### config.mk
export PLATFORM = sky130hd
export DESIGN_NAME = mcps_regs
export DESIGN_NICKNAME = d
export VERILOG_FILES = /design/src/mcps_pkg.sv /design/src/mcps_regs.sv /design/src/mcps_stat_counter.sv
export SDC_FILE = /design/constraint.sdc
export NUM_CORES = 2
export LEC_CHECK = 0
export BUFFER_PORTS_ARGS = -buffer_cell sky130_fd_sc_hd__clkbuf_2
export CAP_MARGIN = 0
export CORE_MARGIN = 8
export CORE_UTILIZATION = 48
export DETAILED_ROUTE_END_ITERATION = 8
export GPL_TIMING_DRIVEN = 0
export HOLD_SLACK_MARGIN = 0.02
export PLACE_DENSITY_LB_ADDON = 0.08
export SYNTH_ARGS = -nofsm -noshare
export SYNTH_HDL_FRONTEND = slang
export SYNTH_SLANG_ARGS = --single-unit
### constraint.sdc
create_clock -name aclk -period 8.2 [get_ports aclk]
set_input_delay 0.82 -clock aclk [delete_from_list [all_inputs] [get_ports aclk]]
set_output_delay 0.82 -clock aclk [all_outputs]
set_load 0.02 [all_outputs]
### src/mcps_pkg.sv
`default_nettype none
package mcps_pkg;

    // channel and statistics counts
    localparam int NCHAN = 8;
    localparam int NSTAT = 3;

    // address decode: byte address [7:5] picks a group, [4:2] the entry
    localparam logic [2:0] GRP_HDP  = 3'h0;
    localparam logic [2:0] GRP_TXCP = 3'h2;
    localparam logic [2:0] GRP_RXCP = 3'h3;
    localparam logic [2:0] GRP_MISC = 3'h4;
    localparam logic [2:0] GRP_STAT = 3'h5;
    localparam logic [2:0] IDX_CTRL   = 3'h0; // 0x80
    localparam logic [2:0] IDX_MAXLEN = 3'h1; // 0x84
    localparam logic [2:0] IDX_STATUS = 3'h2; // 0x88
    localparam logic [2:0] STAT_GOOD  = 3'h0; // 0xa0
    localparam logic [2:0] STAT_BCAST = 3'h1; // 0xa4
    localparam logic [2:0] STAT_MCAST = 3'h2; // 0xa8

    // field positions
    localparam int CTRL_GIG_BIT    = 0;
    localparam int CTRL_STATIE_BIT = 1;
    localparam int STS_PEND_BIT    = 0;
    localparam int STS_HDPERR_BIT  = 1;
    localparam int STS_READY_BIT   = 2;
    localparam int STAT_TOP_BIT    = 31;

    // reset values and limits
    localparam logic [15:0] MAXLEN_RST = 16'h05ee;
    localparam logic [15:0] MIN_FRAME  = 16'h0040;
    localparam logic [31:0] WORD_ZERO  = 32'h0000_0000;
    localparam logic [3:0]  STRB_FULL  = 4'hf;
    localparam logic [1:0]  RESP_OKAY  = 2'h0;
    localparam logic [1:0]  RESP_SLVERR = 2'h2;

    // statistics clear delay after reset release, in clocks
    localparam logic [5:0] STAT_CLR_CNT  = 6'h26;
    localparam logic [5:0] STAT_CLR_LAST = STAT_CLR_CNT - 6'h01;

    // report of one finished receive frame
    typedef struct packed {
        logic [15:0] byte_count;
        logic        odd_nibbles;
        logic        fcs_ok;
        logic        fcs_ok_trunc;
        logic        addr_match;
        logic        dest_bcast;
        logic        dest_mcast;
        logic        overrun;
    } mcps_frame_t;

    // command to one statistics counter
    typedef struct packed {
        logic        clear;
        logic        inc;
        logic        wr;
        logic        dec_mode;
        logic [31:0] wdata;
    } mcps_stat_cmd_t;

    // statistics clear sequencer
    typedef enum logic [1:0] {
        CLR_WAIT = 2'b01,
        CLR_RUN  = 2'b10
    } mcps_clr_st_t;

endpackage
`default_nettype wire

### src/mcps_regs.sv
// Notes on behaviour
// nonzero rx head pointer enables channel DMA
// host never rewrites nonzero head pointer
// host zeroes head pointers after reset
// host writes last processed descriptor address
// completion write matching progress drops interrupt
// counters cleared 38 clocks after reset
// gigabit mode: write subtracts from counter
// oversized decrement leaves counter at zero
// gigabit mode clear: write stores directly
// host uses full 32-bit counter writes
// enabled interrupt when counter top bit set
// decrement below threshold removes interrupt
// counters wrap from all ones to zero
// counters 32 bits, memory mapped
// good frames: matched, sized, error free
// broadcast: good frames to all-ones address
// multicast: good non-broadcast multicast frames
// overruns leave frame counters unchanged
// even nibbles plus bad check: crc
// odd nibbles, bad truncated check: alignment
// receive error during frame: code error
// upper length from programmable maximum length
//
// The AXI4-Lite interface to the registers and the address map are this design's own decisions.
`timescale 1ns/1ns
`default_nettype none
module mcps_regs (
    // clock and reset
    input  wire logic                          aclk,
    input  wire logic                          aresetn,
    // axi4-lite write address and data
    input  wire logic [7:0]                    awaddr,
    input  wire logic                          awvalid,
    output logic                               awready,
    input  wire logic [31:0]                   wdata,
    input  wire logic [3:0]                    wstrb,
    input  wire logic                          wvalid,
    output logic                               wready,
    // axi4-lite write response
    output logic [1:0]                         bresp,
    output logic                               bvalid,
    input  wire logic                          bready,
    // axi4-lite read
    input  wire logic [7:0]                    araddr,
    input  wire logic                          arvalid,
    output logic                               arready,
    output logic [31:0]                        rdata,
    output logic [1:0]                         rresp,
    output logic                               rvalid,
    input  wire logic                          rready,
    // dma engine side, one bit or word per channel
    input  wire logic [mcps_pkg::NCHAN-1:0]    rx_hdp_clear,
    input  wire logic [mcps_pkg::NCHAN-1:0]    tx_done,
    input  wire logic [mcps_pkg::NCHAN-1:0]    rx_done,
    input  wire logic [mcps_pkg::NCHAN-1:0][31:0] tx_progress,
    input  wire logic [mcps_pkg::NCHAN-1:0][31:0] rx_progress,
    output logic [mcps_pkg::NCHAN-1:0]         rx_dma_enable,
    output logic [mcps_pkg::NCHAN-1:0]         tx_chan_int,
    output logic [mcps_pkg::NCHAN-1:0]         rx_chan_int,
    // receive frame reports
    input  wire logic                          rx_active,
    input  wire logic                          receive_error_input,
    input  wire logic                          frame_end,
    input  wire mcps_pkg::mcps_frame_t         frame,
    output logic                               code_discard,
    // statistics interrupt
    output logic                               statistics_interrupt_pending
);
    import mcps_pkg::*;

    // write and read channel holding registers
    logic        aw_full_q;
    logic [7:0]  waddr_q;
    logic        w_full_q;
    logic [31:0] wdata_q;
    logic [3:0]  wstrb_q;
    logic        bvalid_q;
    logic [1:0]  bresp_q;
    logic        rvalid_q;
    logic [31:0] rdata_q;
    logic [1:0]  rresp_q;

    // register state
    logic [31:0] hdp_q  [NCHAN];
    logic [31:0] txcp_q [NCHAN];
    logic [31:0] rxcp_q [NCHAN];
    logic [31:0] stat_q [NSTAT];
    logic        gig_q;
    logic        statie_q;
    logic [15:0] maxlen_q;
    logic        hdperr_q;
    logic        ready_q;
    logic [5:0]  clr_cnt_q;
    mcps_clr_st_t clr_st_q;
    logic        code_err_q;
    logic        code_discard_q;
    logic [NCHAN-1:0] txint_q;
    logic [NCHAN-1:0] rxint_q;

    // write decode
    wire       do_wr    = aw_full_q && w_full_q && !bvalid_q;
    wire [2:0] w_grp    = waddr_q[7:5];
    wire [2:0] w_idx    = waddr_q[4:2];
    wire       w_stat   = (w_grp == GRP_STAT) && (w_idx < 3'(NSTAT));
    wire       w_misc   = (w_grp == GRP_MISC) && (w_idx <= IDX_STATUS);
    wire       w_full32 = (wstrb_q == STRB_FULL);
    wire       w_map    = (w_grp == GRP_HDP) || (w_grp == GRP_TXCP) ||
                          (w_grp == GRP_RXCP) || w_misc || w_stat;
    // partial counter writes refused
    wire       w_ok     = w_map && (!w_stat || w_full32);
    wire       wr_hdp   = do_wr && (w_grp == GRP_HDP);
    wire       wr_txcp  = do_wr && (w_grp == GRP_TXCP);
    wire       wr_rxcp  = do_wr && (w_grp == GRP_RXCP);
    wire       wr_ctrl  = do_wr && (w_grp == GRP_MISC) && (w_idx == IDX_CTRL);
    wire       wr_max   = do_wr && (w_grp == GRP_MISC) && (w_idx == IDX_MAXLEN);
    wire       wr_sts   = do_wr && (w_grp == GRP_MISC) && (w_idx == IDX_STATUS);
    wire       wr_stat  = do_wr && w_stat && w_full32;

    // handshakes: one write in flight, held until the response is taken
    assign awready = !aw_full_q && !bvalid_q;
    assign wready  = !w_full_q && !bvalid_q;
    assign bvalid  = bvalid_q;
    assign bresp   = bresp_q;
    assign arready = !rvalid_q;
    assign rvalid  = rvalid_q;
    assign rdata   = rdata_q;
    assign rresp   = rresp_q;

    always_ff @(posedge aclk) begin
        if (!aresetn) begin
            aw_full_q <= 1'b0;
            w_full_q  <= 1'b0;
            bvalid_q  <= 1'b0;
            bresp_q   <= RESP_OKAY;
            waddr_q   <= 8'h00;
            wdata_q   <= WORD_ZERO;
            wstrb_q   <= 4'h0;
        end else begin
            if (awvalid && awready) begin
                aw_full_q <= 1'b1;
                waddr_q   <= awaddr;
            end
            if (wvalid && wready) begin
                w_full_q <= 1'b1;
                wdata_q  <= wdata;
                wstrb_q  <= wstrb;
            end
            if (do_wr) begin
                aw_full_q <= 1'b0;
                w_full_q  <= 1'b0;
                bvalid_q  <= 1'b1;
                bresp_q   <= w_ok ? RESP_OKAY : RESP_SLVERR;
            end else if (bready) begin
                bvalid_q <= 1'b0;
            end
        end
    end

    // read decode
    wire [2:0]  r_grp  = araddr[7:5];
    wire [2:0]  r_idx  = araddr[4:2];
    wire        r_stat = (r_grp == GRP_STAT) && (r_idx < 3'(NSTAT));
    wire        r_misc = (r_grp == GRP_MISC) && (r_idx <= IDX_STATUS);
    wire [31:0] r_ctrl = {30'h0, statie_q, gig_q};
    wire [31:0] r_sts  = {29'h0, ready_q, hdperr_q,
                          statistics_interrupt_pending};
    wire [31:0] r_misc_w = (r_idx == IDX_CTRL) ? r_ctrl :
                           (r_idx == IDX_MAXLEN) ? {16'h0, maxlen_q} : r_sts;
    wire        r_map  = (r_grp == GRP_HDP) || (r_grp == GRP_TXCP) ||
                         (r_grp == GRP_RXCP) || r_misc || r_stat;
    wire [31:0] r_word = (r_grp == GRP_HDP)  ? hdp_q[r_idx]  :
                         (r_grp == GRP_TXCP) ? txcp_q[r_idx] :
                         (r_grp == GRP_RXCP) ? rxcp_q[r_idx] :
                         r_misc ? r_misc_w :
                         r_stat ? stat_q[r_idx[1:0]] : WORD_ZERO;

    // read data registered at the address handshake
    always_ff @(posedge aclk) begin
        if (!aresetn) begin
            rvalid_q <= 1'b0;
            rdata_q  <= WORD_ZERO;
            rresp_q  <= RESP_OKAY;
        end else if (arvalid && arready) begin
            rvalid_q <= 1'b1;
            rdata_q  <= r_word;
            rresp_q  <= r_map ? RESP_OKAY : RESP_SLVERR;
        end else if (rready) begin
            rvalid_q <= 1'b0;
        end
    end

    // nonzero head pointer rewrite is an error
    wire hdp_bad = wr_hdp && (hdp_q[w_idx] != WORD_ZERO);

    // control, length limit and sticky error; set beats write-one clear
    always_ff @(posedge aclk) begin
        if (!aresetn) begin
            gig_q    <= 1'b0;
            statie_q <= 1'b0;
            maxlen_q <= MAXLEN_RST;
            hdperr_q <= 1'b0;
        end else begin
            if (wr_ctrl) begin
                gig_q    <= wdata_q[CTRL_GIG_BIT];
                statie_q <= wdata_q[CTRL_STATIE_BIT];
            end
            // programmable upper length
            if (wr_max) begin
                maxlen_q <= wdata_q[15:0];
            end
            if (hdp_bad) begin
                hdperr_q <= 1'b1;
            end else if (wr_sts && wdata_q[STS_HDPERR_BIT]) begin
                hdperr_q <= 1'b0;
            end
        end
    end

    // per-channel pointers and channel interrupts
    genvar ch;
    generate
        for (ch = 0; ch < NCHAN; ch++) begin : g_chan
            wire hdp_sel = wr_hdp && (w_idx == 3'(ch));
            wire tx_sel  = wr_txcp && (w_idx == 3'(ch));
            wire rx_sel  = wr_rxcp && (w_idx == 3'(ch));
            always_ff @(posedge aclk) begin
                if (!aresetn) begin
                    hdp_q[ch]  <= WORD_ZERO;
                    txcp_q[ch] <= WORD_ZERO;
                    rxcp_q[ch] <= WORD_ZERO;
                    txint_q[ch] <= 1'b0;
                    rxint_q[ch] <= 1'b0;
                end else begin
                    // load pointer only while idle
                    if (hdp_sel && !hdp_bad) begin
                        hdp_q[ch] <= wdata_q;
                    end else if (rx_hdp_clear[ch]) begin
                        hdp_q[ch] <= WORD_ZERO;
                    end
                    if (tx_sel) begin
                        txcp_q[ch] <= wdata_q;
                    end
                    if (rx_sel) begin
                        rxcp_q[ch] <= wdata_q;
                    end
                    // matching acknowledge drops interrupt
                    if (tx_done[ch]) begin
                        txint_q[ch] <= 1'b1;
                    end else if (tx_sel && wdata_q == tx_progress[ch]) begin
                        txint_q[ch] <= 1'b0;
                    end
                    if (rx_done[ch]) begin
                        rxint_q[ch] <= 1'b1;
                    end else if (rx_sel && wdata_q == rx_progress[ch]) begin
                        rxint_q[ch] <= 1'b0;
                    end
                end
            end
            // channel enabled while pointer set
            assign rx_dma_enable[ch] = (hdp_q[ch] != WORD_ZERO);
        end
    endgenerate
    assign tx_chan_int = txint_q;
    assign rx_chan_int = rxint_q;

    // clear sequencer after reset release
    wire clr_now = (clr_st_q == CLR_WAIT) && (clr_cnt_q == STAT_CLR_LAST);
    always_ff @(posedge aclk) begin
        if (!aresetn) begin
            clr_st_q  <= CLR_WAIT;
            clr_cnt_q <= 6'h00;
            ready_q   <= 1'b0;
        end else begin
            unique case (clr_st_q)
                CLR_WAIT: begin
                    clr_cnt_q <= clr_cnt_q + 6'h01;
                    if (clr_now) begin
                        clr_st_q <= CLR_RUN;
                        ready_q  <= 1'b1;
                    end
                end
                CLR_RUN: begin
                    clr_cnt_q <= clr_cnt_q;
                end
                default: begin
                    clr_st_q <= CLR_WAIT;
                end
            endcase
        end
    end

    // receive error during frame marks code error
    wire code_now = code_err_q || (rx_active && receive_error_input);
    always_ff @(posedge aclk) begin
        if (!aresetn) begin
            code_err_q     <= 1'b0;
            code_discard_q <= 1'b0;
        end else begin
            code_err_q     <= frame_end ? 1'b0 : code_now;
            code_discard_q <= frame_end && code_now;
        end
    end
    assign code_discard = code_discard_q;

    // crc error
    wire crc_err   = !frame.odd_nibbles && !frame.fcs_ok;
    // alignment error
    wire align_err = frame.odd_nibbles && !frame.fcs_ok_trunc;
    // length window from programmed maximum
    wire len_ok    = (frame.byte_count >= MIN_FRAME) &&
                     (frame.byte_count <= maxlen_q);
    // good frame; R18: overrun excluded
    wire good      = frame_end && !frame.overrun && frame.addr_match &&
                     len_ok && !crc_err && !align_err && !code_now;
    // broadcast subset
    wire bcast     = good && frame.dest_bcast;
    // multicast other than broadcast
    wire mcast     = good && frame.dest_mcast && !frame.dest_bcast;
    wire [NSTAT-1:0] stat_inc = {mcast, bcast, good};

    // three 32-bit mapped counters
    logic [NSTAT-1:0] stat_top;
    genvar si;
    generate
        for (si = 0; si < NSTAT; si++) begin : g_stat
            mcps_stat_cmd_t cmd;
            // one driver for the whole command word
            assign cmd = {clr_now, stat_inc[si],
                          wr_stat && (w_idx == 3'(si)), gig_q, wdata_q};
            mcps_stat_counter i_mcps_stat_counter (
                .aclk    (aclk),
                .aresetn (aresetn),
                .cmd     (cmd),
                .count_q (stat_q[si])
            );
            assign stat_top[si] = stat_q[si][STAT_TOP_BIT];
        end
    endgenerate

    // threshold interrupt; R12: cleared once all fall below
    assign statistics_interrupt_pending = statie_q && (|stat_top);

    // pointer write enables channel
    property p_dma_en;
        @(posedge aclk) disable iff (!aresetn)
        (wr_hdp && !hdp_bad && wdata_q != WORD_ZERO && !rx_hdp_clear[w_idx])
            |=> rx_dma_enable[$past(w_idx)];
    endproperty
    a_dma_en: assert property (p_dma_en) else $error("dma not enabled");

    // matching rx completion write drops interrupt
    property p_cp;
        @(posedge aclk) disable iff (!aresetn)
        (wr_rxcp && wdata_q == rx_progress[w_idx] && !rx_done[w_idx])
            |=> !rx_chan_int[$past(w_idx)];
    endproperty
    a_cp: assert property (p_cp) else $error("interrupt kept");

    // counters zero right after the clear edge
    property p_clr;
        @(posedge aclk) disable iff (!aresetn)
        $rose(ready_q) |-> (stat_q[0] == WORD_ZERO) &&
            (stat_q[1] == WORD_ZERO) && (stat_q[2] == WORD_ZERO) &&
            (clr_cnt_q == STAT_CLR_CNT);
    endproperty
    a_clr: assert property (p_clr) else $error("clear timing off");

    // overrun frames never counted
    property p_ovr;
        @(posedge aclk) disable iff (!aresetn)
        (frame_end && frame.overrun && !wr_stat && !clr_now)
            |=> $stable(stat_q[0]) && $stable(stat_q[1]) &&
                $stable(stat_q[2]);
    endproperty
    a_ovr: assert property (p_ovr) else $error("overrun counted");

    // pending set when enabled and the good counter top bit is set
    property p_stint;
        @(posedge aclk) disable iff (!aresetn)
        (statie_q && stat_q[STAT_GOOD[1:0]] >= 32'h8000_0000)
            |-> statistics_interrupt_pending;
    endproperty
    a_stint: assert property (p_stint) else $error("no stat irq");

endmodule // mcps_regs
`default_nettype wire

### src/mcps_stat_counter.sv
`timescale 1ns/1ns
`default_nettype none
module mcps_stat_counter (
    // clock and reset
    input  wire logic                    aclk,
    input  wire logic                    aresetn,
    // command and count
    input  wire mcps_pkg::mcps_stat_cmd_t cmd,
    output logic [31:0]                  count_q
);
    import mcps_pkg::*;

    logic [31:0] count_d;
    logic [31:0] diff;

    // write beats a same-cycle increment; increment wraps at full scale
    assign diff = count_q - cmd.wdata;
    always_comb begin
        count_d = count_q;
        if (cmd.clear) begin
            count_d = WORD_ZERO;
        end else if (cmd.wr && cmd.dec_mode) begin
            // subtract; R8: clamp at zero
            count_d = (cmd.wdata > count_q) ? WORD_ZERO : diff;
        end else if (cmd.wr) begin
            // direct store
            count_d = cmd.wdata;
        end else if (cmd.inc) begin
            // increment wraps
            count_d = count_q + 32'h0000_0001;
        end
    end

    always_ff @(posedge aclk) begin
        if (!aresetn) begin
            count_q <= WORD_ZERO;
        end else begin
            count_q <= count_d;
        end
    end

    // wrap check
    property p_wrap;
        @(posedge aclk) disable iff (!aresetn)
        (cmd.inc && !cmd.wr && !cmd.clear && count_q == 32'hffff_ffff)
            |=> count_q == WORD_ZERO;
    endproperty
    a_wrap: assert property (p_wrap) else $error("counter did not wrap");

    // decrement check
    property p_dec;
        @(posedge aclk) disable iff (!aresetn)
        (cmd.wr && cmd.dec_mode && !cmd.clear && cmd.wdata <= count_q)
            |=> count_q == $past(count_q) - $past(cmd.wdata);
    endproperty
    a_dec: assert property (p_dec) else $error("bad decrement");

    // saturate at zero
    property p_sat;
        @(posedge aclk) disable iff (!aresetn)
        (cmd.wr && cmd.dec_mode && cmd.wdata > count_q) |=> count_q == 32'h0;
    endproperty
    a_sat: assert property (p_sat) else $error("no saturation");

    // direct write check
    property p_direct;
        @(posedge aclk) disable iff (!aresetn)
        (cmd.wr && !cmd.dec_mode && !cmd.clear)
            |=> count_q == $past(cmd.wdata);
    endproperty
    a_direct: assert property (p_direct) else $error("direct write lost");

endmodule // mcps_stat_counter
`default_nettype wire
==> impl_metrics.yaml <==
global_routing:
  grt_pass1_vias: 48700
  grt_util_all_layers_pct: 43.2
  antenna_found_initial: 43
  grt_max_degree: 32
  grt_pass1_wl_mm: 396
  grt.overflow.total: 0
drt:
  routedWlPerCell_um: 37.4
  routed_via_density: 6.50
  vias: 51900
  drcViolationCount: 0
  ant_nets: 0
  drt-total-wl_mm: 299
  drtIter0Drc: 8480
  drt-pass1-iter-count: 6
timing:
  final-setup-viol-count: 0
  finalSetupTns_ns: 0
  tightestPinTransition_ns: 1.63
  slew_violations: 138
  finalCritPeriodShare_pct: 86.9
  rsz0062_at_grt: "false"
  hold_violations: 0
  fin_skew_ns: 0.0587
  period_needed_ns: 7.13
  relSlewSlack_pct: -8.49
  max_freq_ghz: 0.140
  setup_ws_ns: 1.07
clocking:
  clk-insertion-delay-late_ns: 0.75
  path_clk_slew_ns: 0.08
  cts_tree: "done"
  htreeDepth: 3
  clock-sinks: 993
  cts_root_buf: "clkbuf_16"
  clockBufferDepth: 3
  cts_setup_buffers: 0
  cts_resized: 0
  numCtsBuffers: 108
  ctsHoldBuffers: 0
critical_path:
  cp_max_fo: 10
  path_common_cell: "clkbuf_1"
  cp.arrival_ns: 7.76
  cp_num_buf_inv: 6
  cp-end-kind: "flip-flop"
  max_stage_delay_ns: 0.94
  path_depth: 16
  critical_path_class: "reg -> reg"
  ff2ff_path_depth: 16
  crit_required_ns: 8.84
  critical-path-top-delay-family: "buffers and inverters"
  worstSetupStartpointType: "flip-flop"
  cp_slowest_cell: "clkbuf_2"
  crit_chain: "clkbuf_1 -> clkbuf_2 -> clkbuf_1 -> clkbuf_1 -> inv_1 -> ha_1 -> nand4_1 -> nor4_1 -> o211ai_1 -> nand3_1 -> a41o_1 -> a21o_1 -> and3_4 -> buf_2 -> nand4_1 -> a31oi_1"
logic_synthesis:
  async_flop_share_pct: 0
  ys_types: 87
  yosysWarnings: 0
  yosysSeqAreaShare_pct: 47.2
  syn_area_per_cell_um2: 10.8
  netlist_area_mm2: 0.0584
  ys.flop_type: "edfxtp_1"
  synth_edf_count: 768
  synth_seq_cells: 993
  synthCells: 5409
die:
  row_count: 128
  start_util_pct: 48.2
  dieArea_mm2: 0.133
  design.core.area_mm2: 0.121
  io_pins: 688
  dieHeight_um: 365
  die_w_um: 365
pwr:
  p_comb_share_pct: 17.8
  vdd_drop_max_v: 0.000154
  p_leak_nw: 28.1
  seq_power_share_pct: 43.7
  swShare_pct: 29.7
  p_int_w: 0.00914
  p_switching_w: 0.00387
  p_clk_share_pct: 38.6
  powerDensity_mw_per_mm2: 190
placed_design:
  dp.cells: 7752
  port_buffers: 679
  hpwl_mm: 235
  placed_cell_area_mm2: 0.0646
  place_congestion: 1.12
  place_ws_ns: 1.38
flow_run:
  maxCapViolations: 14
layout:
  final_nets: 6980
  fill_cells: 10800
  area_growth_pct: 16.9
  fin_cells: 7983
  finish.utilization_pct: 56.3
  drive_above_1_share_pct: 19.9
  final_area_mm2: 0.0683
hold_path:
  hold_path_class: "in -> reg"
  min_delay_path_depth: 2
outcome:
  violations: "capacitance limit, slew limit"
  status: "complete, but fails checks"
final cells by class:
| type | instances | area (um^2) | area share (%) |
|---|---|---|---|
| Clock buffer | 136 | 2900 | 4.24 |
| Antenna cell | 29 | 72.6 | 0.106 |
| Multi-Input combinational cell | 3925 | 28800 | 42.2 |
| Clock inverter | 64 | 653 | 0.956 |
| Timing Repair Buffer | 719 | 4090 | 5.99 |
| Inverter | 89 | 334 | 0.489 |
| Sequential cell | 993 | 27600 | 40.4 |
| Tap cell | 1625 | 2030 | 2.98 |
| Buffer | 403 | 1850 | 2.71 |
stage by stage:
step | hold WS (ns) | total power, W
5_1_grt | 0.284 | 0.0132
4_1_cts | 0.268 | 0.0129
3_5_place_dp | 0.460 | 0.00797
2_1_floorplan | 0.441 | 0.00688
3_3_place_gp | 0.457 | 0.00791
6_report | 0.277 | 0.0130
placed cells by master (no fill, tap or decap), drive strengths merged, types with 10 or more instances in the layout:
cell type,count
clkbuf,1113
edfxtp,768
xor2,582
and2,539
nor2,461
nand2,357
dfxtp,225
a21oi,224
o21ai,220
nor4,199
mux4,193
buf,145
mux2i,135
ha,117
xnor2,94
inv,93
nand3,82
o22ai,81
nand4,76
and3,66
a21boi,51
nor3,50
clkinv,45
a21o,41
a221oi,34
o21a,32
nand2b,31
diode,29
nor2b,27
a211oi,23
o211ai,21
o31a,19
and4,15
nand3b,14
a31oi,14
a22oi,11
bufinv,10
layer usage:
layer  wire [um]  vias to the layer above  global-route usage, %
met2      120000                     4079                   59.4
met4       20700                       26                   24.0
li1            -                    21300                      -
met5         177                        -                  0.218
met1      111000                    25700                   56.1
met3       46500                      784                   19.4
power groups by stage:
stage          registers (W)  clock network [W]  logic [W]
4_1_cts              0.00567            0.00500    0.00220
6_report             0.00568            0.00502    0.00231
2_1_floorplan        0.00576                  0    0.00112
5_1_grt              0.00569            0.00518    0.00235
3_5_place_dp         0.00578                  0    0.00219
3_3_place_gp         0.00579                  0    0.00213
worst paths after layout:
path | startpoint | to | slack [ns]
max | wdata_q[17]$_SDFFE_PN0P_ | g_stat[2].i_mcps_stat_counter.count_q[23]$_SDFFE_PP0P_ | 1.07
max reg2reg | wdata_q[17]$_SDFFE_PN0P_ | g_stat[2].i_mcps_stat_counter.count_q[23]$_SDFFE_PP0P_ | 1.07
min reg2reg | wstrb_q[1]$_SDFFE_PN0P_ | wstrb_q[1]$_SDFFE_PN0P_ | 0.47
min | rx_done[3] | rx_chan_int[3]$_SDFFE_PN0P_ | 0.28
flip-flops by register name, indices dropped and copies added (netlist names), 2 cells and up, named ones only:
signal and count:
wdata_q 32, rxcp_q 256, clr_st_q 2, tx_chan_int 8
maxlen_q 16, txcp_q 256, clr_cnt_q 6, rdata 32
waddr_q 6, rx_chan_int 8, wstrb_q 4, hdp_q 256
g_stat.i_mcps_stat_counter.count_q 96
logic make-up after synthesis:
kind of cell	synth area share, %
adder cells (fa/ha/maj)	2.61
other	0.00642
flip-flops	47.2
AO/OA/AOI/OAI	8.97
AND/OR/NAND/NOR	17.5
XOR/XNOR	10.1
multiplexers	9.91
buffers and inverters	3.67
cells in the mapped netlist, drive strengths merged (21+ instances only):
cell | instances | share of area (%)
a211oi | 23 | 0.30
a21boi | 51 | 0.66
a21o | 41 | 0.53
a21oi | 224 | 2.0
a221oi | 34 | 0.54
and2 | 539 | 5.8
and3 | 66 | 0.72
buf | 106 | 1.2
clkbuf | 297 | 1.9
dfxtp | 225 | 7.7
edfxtp | 768 | 39
ha | 117 | 2.5
inv | 89 | 0.57
mux2i | 135 | 2.3
mux4 | 193 | 7.4
nand2 | 357 | 2.4
nand2b | 31 | 0.33
nand3 | 82 | 0.70
nand4 | 76 | 0.81
nor2 | 461 | 3.0
nor2b | 27 | 0.29
nor3 | 50 | 0.43
nor4 | 199 | 2.1
o211ai | 21 | 0.27
o21a | 32 | 0.41
o21ai | 220 | 1.9
o22ai | 81 | 0.87
xnor2 | 94 | 1.4
xor2 | 582 | 8.7
No activity file was read; power rests on OpenSTA's default activity.
